## src/core/cct_channel.sv

```systemverilog
//////////////////////////////////////////////////////////////////////////////
// Overview of operation
// - clear bit zeroes count, divider, direction
// - clear bit self-clears, always reads zero
// - overflow enable gates overflow request
// - overflow flag shows pending overflow
// - count register holds sixteen-bit count
// - compare value moves to latch, compared
// - capture copies count into compare value
// - sync bit: immediate or timer-tick capture
// - latch load 01: load at zero
// - latch load 10: zero, or latch0 in up/down mode
// - channel enable gates channel request
// - input bit shows selected input level
// - output mode zero follows output bit
// - capture overflow sticky until software clears
// - channel flag shows pending channel event
// - vector returns highest-priority pending code
//////////////////////////////////////////////////////////////////////////////
package cct_pkg;
   // sizes
   localparam int CCT_NCH = 7;
   localparam int CCT_CW = 16;
   // register byte offsets on the plain register port
   localparam logic [7:0] CCT_OFS_CTL = 8'h00;
   localparam logic [7:0] CCT_OFS_CHCTL0 = 8'h02;
   localparam logic [7:0] CCT_OFS_COUNT = 8'h10;
   localparam logic [7:0] CCT_OFS_CCR0 = 8'h20;
   localparam logic [7:0] CCT_OFS_VECTOR = 8'h30;
   localparam logic [7:0] CCT_OFS_STEP = 8'h02;
   // timer control field positions
   localparam int CCT_CTL_FLAG = 0;
   localparam int CCT_CTL_IE = 1;
   localparam int CCT_CTL_CLR = 2;
   localparam int CCT_CTL_MODE = 4;
   localparam int CCT_CTL_DIV = 6;
   localparam logic [15:0] CCT_CTL_RST = 16'h0000;
   localparam logic [15:0] CCT_CHCTL_RST = 16'h0000;
   localparam logic [15:0] CCT_CCR_RST = 16'h0000;
   // count modes
   localparam logic [1:0] CCT_MODE_STOP = 2'h0;
   localparam logic [1:0] CCT_MODE_UP = 2'h1;
   localparam logic [1:0] CCT_MODE_CONT = 2'h2;
   localparam logic [1:0] CCT_MODE_UPDOWN = 2'h3;
   // capture edge codes
   localparam logic [1:0] CCT_EDGE_NONE = 2'h0;
   localparam logic [1:0] CCT_EDGE_RISE = 2'h1;
   localparam logic [1:0] CCT_EDGE_FALL = 2'h2;
   localparam logic [1:0] CCT_EDGE_BOTH = 2'h3;
   // capture input routing
   localparam logic [1:0] CCT_IN_A = 2'h0;
   localparam logic [1:0] CCT_IN_B = 2'h1;
   localparam logic [1:0] CCT_IN_LOW = 2'h2;
   localparam logic [1:0] CCT_IN_HIGH = 2'h3;
   // latch load conditions
   localparam logic [1:0] CCT_LD_WRITE = 2'h0;
   localparam logic [1:0] CCT_LD_ZERO = 2'h1;
   localparam logic [1:0] CCT_LD_ZERO_L0 = 2'h2;
   localparam logic [1:0] CCT_LD_L0 = 2'h3;
   // output modes
   localparam logic [2:0] CCT_OM_BIT = 3'h0;
   localparam logic [2:0] CCT_OM_SET = 3'h1;
   localparam logic [2:0] CCT_OM_TOG_RST = 3'h2;
   localparam logic [2:0] CCT_OM_SET_RST = 3'h3;
   localparam logic [2:0] CCT_OM_TOGGLE = 3'h4;
   localparam logic [2:0] CCT_OM_RESET = 3'h5;
   localparam logic [2:0] CCT_OM_TOG_SET = 3'h6;
   localparam logic [2:0] CCT_OM_RST_SET = 3'h7;
   // vector codes
   localparam logic [15:0] CCT_VEC_NONE = 16'h0000;
   localparam logic [15:0] CCT_VEC_OVF = 16'h000E;
   // channel control word, laid out as the register bits
   typedef struct packed {
      logic [1:0] captureEdgeSelect;
      logic [1:0] captureInputSelect;
      logic captureSyncSelect;
      logic [1:0] latchLoadSelect;
      logic captureSelect;
      logic [2:0] outputModeSelect;
      logic channelIrqEnable;
      logic channelInputLevel;
      logic outBit;
      logic captureOverflow;
      logic channelFlag;
   } cct_chctl_type;
endpackage : cct_pkg

`timescale 1ns/1ps
//////////////////////////////////////////////////////////////////////////////
// one capture/compare channel
module cct_channel
   import cct_pkg::*;
(
   // clock and reset
   input wire logic sys_clk,
   input wire logic reset,
   // timer state
   input wire logic tick,
   input wire logic [cct_pkg::CCT_CW-1:0] count,
   input wire logic zeroEvt,
   input wire logic latchZeroEvt,
   input wire logic upDownMode,
   input wire logic channelZeroMatch,
   // software access
   input wire logic wrCtl,
   input wire logic wrCcr,
   input wire logic [15:0] wrData,
   input wire logic clrFlag,
   // capture inputs
   input wire logic captureInputA,
   input wire logic captureInputB,
   // results
   output cct_pkg::cct_chctl_type ctlRd,
   output logic [cct_pkg::CCT_CW-1:0] ccrRd,
   output logic [cct_pkg::CCT_CW-1:0] latchRd,
   output logic channelMatch,
   output logic chanOut
);
   cct_chctl_type ctl_ff; // control word, input level slot unused
   logic [CCT_CW-1:0] ccr_ff; // capture/compare value
   logic [CCT_CW-1:0] latch_ff; // compare latch
   logic prevIn_ff; // last input level for edge detection
   logic capPend_ff; // capture waiting for the timer tick
   logic matchPrev_ff; // equality one cycle ago
   logic out_ff; // output unit state
   cct_chctl_type wrCtlWord;
   logic selIn, rise, fall, capEdge, doCapture, matchNow, loadNow, nxt_out;

   assign wrCtlWord = cct_chctl_type'(wrData);
   // input routing
   assign selIn = (ctl_ff.captureInputSelect == CCT_IN_A) ? captureInputA :
                  (ctl_ff.captureInputSelect == CCT_IN_B) ? captureInputB :
                  (ctl_ff.captureInputSelect == CCT_IN_HIGH);
   assign rise = selIn & ~prevIn_ff;
   assign fall = ~selIn & prevIn_ff;
   // edge qualification only in capture mode
   assign capEdge = ctl_ff.captureSelect &
      (((ctl_ff.captureEdgeSelect == CCT_EDGE_RISE) & rise) |
       ((ctl_ff.captureEdgeSelect == CCT_EDGE_FALL) & fall) |
       ((ctl_ff.captureEdgeSelect == CCT_EDGE_BOTH) & (rise | fall)));
   // sync capture waits for the tick so the count is settled
   assign doCapture = ctl_ff.captureSyncSelect ? ((capEdge | capPend_ff) & tick) : capEdge;
   assign matchNow = ~ctl_ff.captureSelect & (count == latch_ff);
   assign channelMatch = matchNow & ~matchPrev_ff;
   // latch load condition
   assign loadNow = ~ctl_ff.captureSelect & (
      ((ctl_ff.latchLoadSelect == CCT_LD_WRITE) & wrCcr) |
      ((ctl_ff.latchLoadSelect == CCT_LD_ZERO) & zeroEvt) |
      ((ctl_ff.latchLoadSelect == CCT_LD_ZERO_L0) & (zeroEvt | (upDownMode & latchZeroEvt))) |
      ((ctl_ff.latchLoadSelect == CCT_LD_L0) & latchZeroEvt));

   // output unit
   always_comb
   begin
      nxt_out = out_ff;
      case (ctl_ff.outputModeSelect)
         CCT_OM_BIT: nxt_out = ctl_ff.outBit;
         CCT_OM_SET: if (channelMatch) nxt_out = 1'b1;
         CCT_OM_TOG_RST: nxt_out = channelMatch ? ~out_ff : (channelZeroMatch ? 1'b0 : out_ff);
         CCT_OM_SET_RST: nxt_out = channelMatch ? 1'b1 : (channelZeroMatch ? 1'b0 : out_ff);
         CCT_OM_TOGGLE: if (channelMatch) nxt_out = ~out_ff;
         CCT_OM_RESET: if (channelMatch) nxt_out = 1'b0;
         CCT_OM_TOG_SET: nxt_out = channelMatch ? ~out_ff : (channelZeroMatch ? 1'b1 : out_ff);
         CCT_OM_RST_SET: nxt_out = channelMatch ? 1'b0 : (channelZeroMatch ? 1'b1 : out_ff);
         default: nxt_out = out_ff;
      endcase
   end

   // control word; hardware sets win over software clears
   always_ff @(posedge sys_clk or posedge reset)
   begin
      if (reset)
         ctl_ff <= cct_chctl_type'(CCT_CHCTL_RST);
      else
      begin
         if (wrCtl)
            ctl_ff <= wrCtlWord;
         ctl_ff.channelInputLevel <= 1'b0;
         ctl_ff.captureOverflow <= (doCapture & ctl_ff.channelFlag) |
            (wrCtl ? wrCtlWord.captureOverflow : ctl_ff.captureOverflow);
         ctl_ff.channelFlag <= doCapture | channelMatch |
            (~clrFlag & (wrCtl ? wrCtlWord.channelFlag : ctl_ff.channelFlag));
      end
   end

   // value, latch and history
   always_ff @(posedge sys_clk or posedge reset)
   begin
      if (reset)
      begin
         ccr_ff <= CCT_CCR_RST;
         latch_ff <= CCT_CCR_RST;
         prevIn_ff <= 1'b0;
         capPend_ff <= 1'b0;
         // count and latch both leave reset at zero, so equality already stands;
         // starting high keeps that idle equality from posing as a fresh match
         matchPrev_ff <= 1'b1;
         out_ff <= 1'b0;
      end
      else
      begin
         if (doCapture)
            ccr_ff <= count;
         else if (wrCcr)
            ccr_ff <= wrData;
         if (loadNow)
            latch_ff <= wrCcr ? wrData : ccr_ff;
         prevIn_ff <= selIn;
         capPend_ff <= ctl_ff.captureSyncSelect & ~tick & (capEdge | capPend_ff);
         matchPrev_ff <= matchNow;
         out_ff <= nxt_out;
      end
   end

   // readback with live input level
   always_comb
   begin
      ctlRd = ctl_ff;
      ctlRd.channelInputLevel = selIn;
   end
   assign ccrRd = ccr_ff;
   assign latchRd = latch_ff;
   assign chanOut = out_ff;
endmodule : cct_channel

```

## src/core/cct_timer.sv

```systemverilog
// The implementer's own choices: the register addresses and strobed register access.
`timescale 1ns/1ps
//////////////////////////////////////////////////////////////////////////////
// sixteen-bit capture/compare timer, top level
// the timer counts on a divided enable derived from sys_clk; all channel
// logic shares one clock so no crossing is needed anywhere
module cct_timer
   import cct_pkg::*;
#(
   parameter int NCH = cct_pkg::CCT_NCH
)
(
   // clock and reset
   input wire logic sys_clk,
   input wire logic reset,
   // register port
   input wire logic [7:0] regAddr,
   input wire logic [15:0] regWrData,
   input wire logic regWrEn,
   input wire logic regRdEn,
   output logic [15:0] regRdData,
   // capture inputs
   input wire logic [NCH-1:0] captureInputA,
   input wire logic [NCH-1:0] captureInputB,
   // outputs
   output logic [NCH-1:0] channelOut,
   output logic [NCH-1:0] channelRequest,
   output logic overflowRequest
);
   //////////////////////////////////////////////////////////////////////////
   // helper functions

   // byte offset of a per-channel register
   function automatic logic [7:0] cct_ofs(input logic [7:0] base, input int idx);
      cct_ofs = base + 8'(idx * 2);
   endfunction : cct_ofs

   // terminal value of the input divider for a divide select
   function automatic logic [2:0] cct_div_max(input logic [1:0] sel);
      case (sel)
         2'h0: cct_div_max = 3'h0;
         2'h1: cct_div_max = 3'h1;
         2'h2: cct_div_max = 3'h3;
         default: cct_div_max = 3'h7;
      endcase
   endfunction : cct_div_max

   //////////////////////////////////////////////////////////////////////////
   // state

   logic ovfFlag_ff; // overflow flag
   logic ovfIe_ff; // overflow request enable
   logic [1:0] mode_ff; // count mode
   logic [1:0] divSel_ff; // input divider select
   logic [CCT_CW-1:0] count_ff; // running count
   logic down_ff; // up/down direction, set while counting down
   logic [2:0] divCnt_ff; // input divider counter
   logic [15:0] rdData_ff; // registered read data

   // per-channel wires
   cct_chctl_type chCtl [NCH];
   logic [CCT_CW-1:0] chCcr [NCH];
   logic [CCT_CW-1:0] chLatch [NCH];
   logic [NCH-1:0] chMatch;
   logic [NCH-1:0] wrCtlCh;
   logic [NCH-1:0] wrCcrCh;
   logic [NCH-1:0] vecClrCh;
   logic [NCH-1:0] chPend;

   //////////////////////////////////////////////////////////////////////////
   // address decode

   logic wrTimerCtl, wrCount, rdVector, clearReq;
   assign wrTimerCtl = regWrEn & (regAddr == CCT_OFS_CTL);
   assign wrCount = regWrEn & (regAddr == CCT_OFS_COUNT);
   assign rdVector = regRdEn & (regAddr == CCT_OFS_VECTOR);
   // clear bit acts on the write, it is never stored
   assign clearReq = wrTimerCtl & regWrData[CCT_CTL_CLR];

   //////////////////////////////////////////////////////////////////////////
   // input divider and timer tick

   logic divEnd, tick, running;
   // stop mode freezes the divider so the phase survives a pause
   assign running = (mode_ff != CCT_MODE_STOP);
   assign divEnd = (divCnt_ff == cct_div_max(divSel_ff));
   assign tick = running & divEnd & ~clearReq;

   // divider counter
   always_ff @(posedge sys_clk or posedge reset)
   begin
      if (reset)
         divCnt_ff <= 3'h0;
      else if (clearReq)
         divCnt_ff <= 3'h0;
      else if (running)
         divCnt_ff <= divEnd ? 3'h0 : divCnt_ff + 3'h1;
   end

   //////////////////////////////////////////////////////////////////////////
   // counter

   logic [CCT_CW-1:0] latchZero; // channel_zero_latch
   logic [CCT_CW-1:0] countInc, countDec, nxt_count;
   logic nxt_down;
   assign latchZero = chLatch[0];
   assign countInc = count_ff + 16'h0001;
   assign countDec = count_ff - 16'h0001;

   // next count on a tick, per mode
   always_comb
   begin
      nxt_count = count_ff;
      nxt_down = down_ff;
      case (mode_ff)
         CCT_MODE_UP:
         begin
            // up to channel_zero_latch, then restart at zero
            nxt_count = (count_ff >= latchZero) ? 16'h0000 : countInc;
         end
         CCT_MODE_CONT:
         begin
            // full sixteen-bit roll-over
            nxt_count = countInc;
         end
         CCT_MODE_UPDOWN:
         begin
            if (down_ff)
            begin
               nxt_count = (count_ff == 16'h0000) ? 16'h0000 : countDec;
               nxt_down = (countDec != 16'h0000) & (count_ff != 16'h0000);
            end
            else if (count_ff >= latchZero)
            begin
               // a zero latch would stall here; stays at zero
               nxt_count = (count_ff == 16'h0000) ? 16'h0000 : countDec;
               nxt_down = (count_ff > 16'h0001);
            end
            else
               nxt_count = countInc;
         end
         default:
         begin
            nxt_count = count_ff;
            nxt_down = down_ff;
         end
      endcase
   end

   // events seen by the channels and the overflow flag
   logic zeroEvt, latchZeroEvt, ovfEvt;
   assign zeroEvt = tick & (nxt_count == 16'h0000);
   assign latchZeroEvt = tick & (nxt_count == latchZero);
   // overflow is the step into zero from a non-zero count
   assign ovfEvt = zeroEvt & (count_ff != 16'h0000);

   // count and direction
   always_ff @(posedge sys_clk or posedge reset)
   begin
      if (reset)
      begin
         count_ff <= 16'h0000;
         down_ff <= 1'b0;
      end
      else if (clearReq)
      begin
         count_ff <= 16'h0000;
         down_ff <= 1'b0;
      end
      else if (wrCount)
         count_ff <= regWrData;
      else if (tick)
      begin
         count_ff <= nxt_count;
         down_ff <= nxt_down;
      end
   end

   //////////////////////////////////////////////////////////////////////////
   // pending source vector

   // lowest channel from one upward wins, overflow last
   logic [15:0] vecCode;
   logic vecOvf;
   always_comb
   begin
      vecCode = CCT_VEC_NONE;
      vecOvf = 1'b0;
      vecClrCh = '0;
      if (overflowRequest)
      begin
         vecCode = CCT_VEC_OVF;
         vecOvf = 1'b1;
      end
      for (int i = NCH - 1; i >= 1; i--)
      begin
         if (chPend[i])
         begin
            vecCode = 16'(i * 2);
            vecOvf = 1'b0;
            vecClrCh = '0;
            vecClrCh[i] = rdVector;
         end
      end
   end

   // channel zero has no vector code, only a software clear
   logic vecClrOvf;
   assign vecClrOvf = rdVector & vecOvf;

   //////////////////////////////////////////////////////////////////////////
   // timer control register

   // hardware overflow set wins over any clear in the same cycle
   always_ff @(posedge sys_clk or posedge reset)
   begin
      if (reset)
      begin
         ovfFlag_ff <= CCT_CTL_RST[CCT_CTL_FLAG];
         ovfIe_ff <= CCT_CTL_RST[CCT_CTL_IE];
         mode_ff <= CCT_CTL_RST[CCT_CTL_MODE +: 2];
         divSel_ff <= CCT_CTL_RST[CCT_CTL_DIV +: 2];
      end
      else
      begin
         ovfFlag_ff <= ovfEvt | (~vecClrOvf &
            (wrTimerCtl ? regWrData[CCT_CTL_FLAG] : ovfFlag_ff));
         if (wrTimerCtl)
         begin
            ovfIe_ff <= regWrData[CCT_CTL_IE];
            mode_ff <= regWrData[CCT_CTL_MODE +: 2];
            divSel_ff <= regWrData[CCT_CTL_DIV +: 2];
         end
      end
   end

   assign overflowRequest = ovfFlag_ff & ovfIe_ff;

   //////////////////////////////////////////////////////////////////////////
   // channels

   generate
      for (genvar g = 0; g < NCH; g++)
      begin : gen_ch
         // per-channel decode
         assign wrCtlCh[g] = regWrEn & (regAddr == cct_ofs(CCT_OFS_CHCTL0, g));
         assign wrCcrCh[g] = regWrEn & (regAddr == cct_ofs(CCT_OFS_CCR0, g));
         assign chPend[g] = chCtl[g].channelFlag & chCtl[g].channelIrqEnable;

         cct_channel u_channel
         (
            .sys_clk(sys_clk),
            .reset(reset),
            .tick(tick),
            .count(count_ff),
            .zeroEvt(zeroEvt),
            .latchZeroEvt(latchZeroEvt),
            .upDownMode(mode_ff == CCT_MODE_UPDOWN),
            .channelZeroMatch(chMatch[0]),
            .wrCtl(wrCtlCh[g]),
            .wrCcr(wrCcrCh[g]),
            .wrData(regWrData),
            .clrFlag(vecClrCh[g]),
            .captureInputA(captureInputA[g]),
            .captureInputB(captureInputB[g]),
            .ctlRd(chCtl[g]),
            .ccrRd(chCcr[g]),
            .latchRd(chLatch[g]),
            .channelMatch(chMatch[g]),
            .chanOut(channelOut[g])
         );
      end
   endgenerate

   assign channelRequest = chPend;

   //////////////////////////////////////////////////////////////////////////
   // read path

   // combinational select, registered so data stands one cycle later
   logic [15:0] rdSel;
   always_comb
   begin
      rdSel = 16'h0000;
      if (regAddr == CCT_OFS_CTL)
      begin
         rdSel[CCT_CTL_FLAG] = ovfFlag_ff;
         rdSel[CCT_CTL_IE] = ovfIe_ff;
         rdSel[CCT_CTL_CLR] = 1'b0;
         rdSel[CCT_CTL_MODE +: 2] = mode_ff;
         rdSel[CCT_CTL_DIV +: 2] = divSel_ff;
      end
      else if (regAddr == CCT_OFS_COUNT)
         rdSel = count_ff;
      else if (regAddr == CCT_OFS_VECTOR)
         rdSel = vecCode;
      for (int i = 0; i < NCH; i++)
      begin
         if (regAddr == cct_ofs(CCT_OFS_CHCTL0, i))
            rdSel = 16'(chCtl[i]);
         if (regAddr == cct_ofs(CCT_OFS_CCR0, i))
            rdSel = chCcr[i];
      end
   end

   // read data register; unmapped addresses answer zero
   always_ff @(posedge sys_clk or posedge reset)
   begin
      if (reset)
         rdData_ff <= 16'h0000;
      else if (regRdEn)
         rdData_ff <= rdSel;
      else
         rdData_ff <= 16'h0000;
   end

   assign regRdData = rdData_ff;
endmodule : cct_timer

```

## config.mk

```make
export PLATFORM = sky130hd
export DESIGN_NAME = cct_timer
export DESIGN_NICKNAME = d
export VERILOG_FILES = /design/src/core/cct_channel.sv /design/src/core/cct_timer.sv
export SDC_FILE = /design/constraint.sdc
export NUM_CORES = 1
export LEC_CHECK = 0
export BUFFER_PORTS_ARGS = -buffer_cell sky130_fd_sc_hd__buf_2
export CAP_MARGIN = 10
export CORE_ASPECT_RATIO = 0.6
export CORE_MARGIN = 10
export CORE_UTILIZATION = 55
export CTS_BUF_LIST = sky130_fd_sc_hd__clkbuf_16
export CTS_CLUSTER_DIAMETER = 50
export DETAILED_ROUTE_END_ITERATION = 7
export PLACE_DENSITY = 0.72
export SLEW_MARGIN = 20
export SYNTH_ARGS = -nofsm -noshare
export SYNTH_HDL_FRONTEND = slang
export SYNTH_SLANG_ARGS = --single-unit
```

## constraint.sdc

```tcl
create_clock -name sys_clk -period 17.1 [get_ports sys_clk]
set_clock_uncertainty 0.05 [all_clocks]
set_input_delay 1.71 -clock sys_clk [delete_from_list [all_inputs] [get_ports sys_clk]]
set_output_delay 1.71 -clock sys_clk [all_outputs]
set_load 0.02 [all_outputs]
```

==> summary.txt <==
Critical path
  – CP arrival: 6780 ps
  – Critical path capture point type: flop
  – Worst Path Buf+Inv: 2
  – Critical-path cell list: buf_4 -> ha_1 -> nand4_1 -> or4_4 -> o2111ai_2 -> o31ai_4 -> nor2_1 -> o32ai_1 -> xnor2_1 -> a2111oi_4 -> o2111ai_2 -> a311oi_4 -> buf_6 -> mux2_1
  – Required @ worst endpoint: between 15000 and 20000 ps
  – Critical Path Start Type: flop
  – Reg2reg start: count_ff[1]
  – CP max-delay cell: a311oi_4
  – CP most frequent cell: o2111ai_2
  – Crit path max fanout: 16
  – Largest delay share family, worst path: compound AO/OA/AOI/OAI gates
  – Critical path origin: count_ff[1]
  – CP Class: reg2reg
  – Critical Path Max Stage Delay: 840 ps

Timing
  – Max_slew headroom: around 18%
  – Final Cycle Share: approximately 37%
  – FMAX: ~0.16 GHz
  – Final hold vios: 0
  – RSZ-0062 raised after global routing: no
  – Min cycle time layout: between 6000 and 7000 ps
  – # setup viols final: 0
  – Hold Slack: about 470 ps
  – Fin Setup TNS: 0 ps
  – Worst Max-Slew Pin Slew: approximately 1200 ps
  – Count of pins over their slew limit: 0

Synthesis
  – Syn_nets: approximately 2400
  – Top post-synthesis cells by area: dfrtp_1 43%, mux2i_1 10%, mux2_2 5.3%, nor2_1 3.8%, a21oi_1 3.5%
  – Cells after synthesis: ~2300
  – Synth top area share: between 40% and 50%
  – Syn Area/Cell: about 10 um2
  – Post-synth ARST share: 100%
  – Sequential element share of the synthesized area: between 40% and 50%
  – EDFF count, synth: 0
  – Most frequent cells after synthesis: 392 x dfrtp_1, 232 x mux2i_1, 228 x nor2_1, 175 x inv_1, 162 x nand2_1
  – Yosys reg bits: around 400
  – Mapped cell area: between 20000 and 25000 um2
  – Most numerous cell in the Yosys netlist: dfrtp_1
  – Main flop type after synthesis: dfrtp_1
  – Synth warn: 0
  – Yosys cell types: 85
  – Cell taking the most area after synthesis: dfrtp_1

Clocking
  – CTS Buffer Depth: 3
  – CTS buffer count: 40
  – Cell chosen for the clock root: clkbuf_16
  – Clock Sinks: approximately 400
  – Post-CTS setup repair buffer count: 0
  – CTS-repair resized insts: 0
  – CTS tree: done
  – H-Tree Level Count: 2
  – Hold buffer count at CTS: 0
  – Worst skew pair latency: approximately 560 ps
  – Reg clk slew, reported paths: around 70 ps

Layout
  – P&R area growth vs syn: 8.98%
  – Share of cells above drive strength 1: around 15%
  – Fin nets: between 2000 and 2500
  – Cell area after layout: approximately 25000 um2

GRT
  – Vias in the first global route: about 19000
  – First-pass GRT wire length: around 120000 um
  – GRT Total Usage: between 30% and 40%
  – Pin count of the biggest net entering global routing: 119
  – Antenna violations before repair: 4
  – Gr ovfl total: 0

Floorplan
  – Num rows: 57
  – Core box area: 40700 um2
  – Die height: 177 um
  – # IOs: 73
  – Die width: ~280 um
  – Die ar.: around 50000 um2
  – Starting Density: a little under three fifths

Run status
  – Failing checks: DRC
  – Status: finished, violations left

Pwr
  – Sw Ratio: 37.9%
  – Static Leak: about 12 nW
  – Combinational power share: just under 30%
  – Total power per unit cell area: 124 nW/um2
  – Clk pwr share: 28.9%
  – Sw Pwr: 0.00116 W
  – Sequential share of power: between 40% and 50%
  – Peak VDD IR: 0.0990 mV
  – Int Pwr: between 0.0015 and 0.002 W

Place
  – IO Port Bufs: slightly above 70
  – DP Area: 23400 um2
  – Detailed Place HPWL: between 50000 and 60000 um
  – Last weighted congestion value of the routability-driven placer: approximately 1.1

Min path
  – Worst Hold Class: reg2reg
  – Hold_sp: gen_ch[2].u_channel.latchRd[15]

Run
  – Max-cap violations: 0

Route
  – Vias per Instance: between 6 and 7
  – DRT Pass-1 Iters: 8
  – Post-route ant nets: 0
  – Routed len/inst: ~30 um
  – Via count: between 15000 and 20000
  – DR iter-0 viols: 3322
  – Drt drc: 8
  – Final wirelength: 85900 um
through the flow:
stage	setup WS (ps)	power [W]	std cells	util, %
after global routing	10610	0.00317	2892	60.9
after floorplan	4260	0.00184	2324	-
after global placement	11050	0.00212	2815	57.6
final	10700	0.00306	2893	60.9
after CTS	10850	0.00302	2888	60.8
after detailed placement	10870	0.00214	2815	57.6
registers in the layout, indices dropped and copies added (netlist names), 3 cells and up:
register	flops
gen_ch.u_channel.prevIn_ff	7
gen_ch.u_channel.chanOut	7
regRdData	16
gen_ch.u_channel.ccrRd	112
gen_ch.u_channel.capPend_ff	7
count_ff	16
gen_ch.u_channel.ctlRd	105
divCnt_ff	3
gen_ch.u_channel.matchPrev_ff	7
gen_ch.u_channel.latchRd	112
metal layers:
layer / routed length (um) / global-route usage (%) / part of all wire [%] / up-vias
met2: 33500 / 45.0 / 39 / 1473
met5: 27 / 0.0985 / 0.031 / -
met1: 34400 / 46.5 / 40 / 9828
met3: 15100 / 16.6 / 18 / 221
met4: 2870 / 9.68 / 3.3 / 4
li1: - / - / - / 8287
logic make-up after synthesis:
family / Yosys count / synth area share (%)
compound gates: 485 / 15.4
fa+ha+maj: 36 / 1.98
xor+xnor: 115 / 4.43
simple gates: 610 / 12.4
flops: 399 / 44.0
mux: 345 / 15.8
buf+inv: 334 / 5.96
area by class of cell:
type / instances / area (um2)
clock inverter: 32 / 244
inverter: 175 / 664
antenna: 1 / 2.50
timing repair buffer: 123 / 766
multi-input combinational: 1591 / 11400
clock buffer: 41 / 1030
fill: 3345 / 15900
tap: 531 / 664
sequential: 399 / 9990
worst paths after layout:
check / endpoint / slack [ps] / cells past startpoint
setup / recovery: gen_ch[3].u_channel.latchRd[15] / 10700 / 14
hold reg to reg: gen_ch[2].u_channel.latchRd[15] / 470 / 1
setup reg to reg: gen_ch[3].u_channel.latchRd[15] / 10700 / 14
max in group asynchronous: gen_ch[1].u_channel.ccrRd[14] / 13430 / 4
min in group asynchronous: gen_ch[3].u_channel.latchRd[12] / 1230 / 2
hold / removal: gen_ch[2].u_channel.latchRd[15] / 470 / 1
worst reg2reg max path, cell delays in order (launching register included):
cell	delay [ps]
dfrtp_1	820
buf_4	400
ha_1	320
nand4_1	80
or4_4	150
o2111ai_2	310
o31ai_4	770
nor2_1	120
o32ai_1	580
xnor2_1	210
a2111oi_4	780
o2111ai_2	280
a311oi_4	840
buf_6	250
mux2_1	330
placed cells by master, fill, tap and decap left out, types with 37 or more instances in the layout:
cell type,instances
nor2_1,227
xnor2_1,37
buf_4,46
a21oi_1,157
o21ai_0,70
clkbuf_16,41
nand3_1,43
nor3_1,44
buf_2,72
dfrtp_1,392
nand2_1,161
mux2_2,107
inv_1,179
xor2_1,78
mux2i_1,232
power groups by stage:
stage | Combinational, W | Sequential (W) | Clock, W
floorplan | 0.000612 | 0.00123 | 0
global placement | 0.000847 | 0.00127 | 0
detailed placement | 0.000868 | 0.00127 | 0
CTS | 0.000874 | 0.00126 | 0.000882
global route | 0.000967 | 0.00128 | 0.000921
finish | 0.000911 | 0.00127 | 0.000884
(Power assumes the default switching activity.)
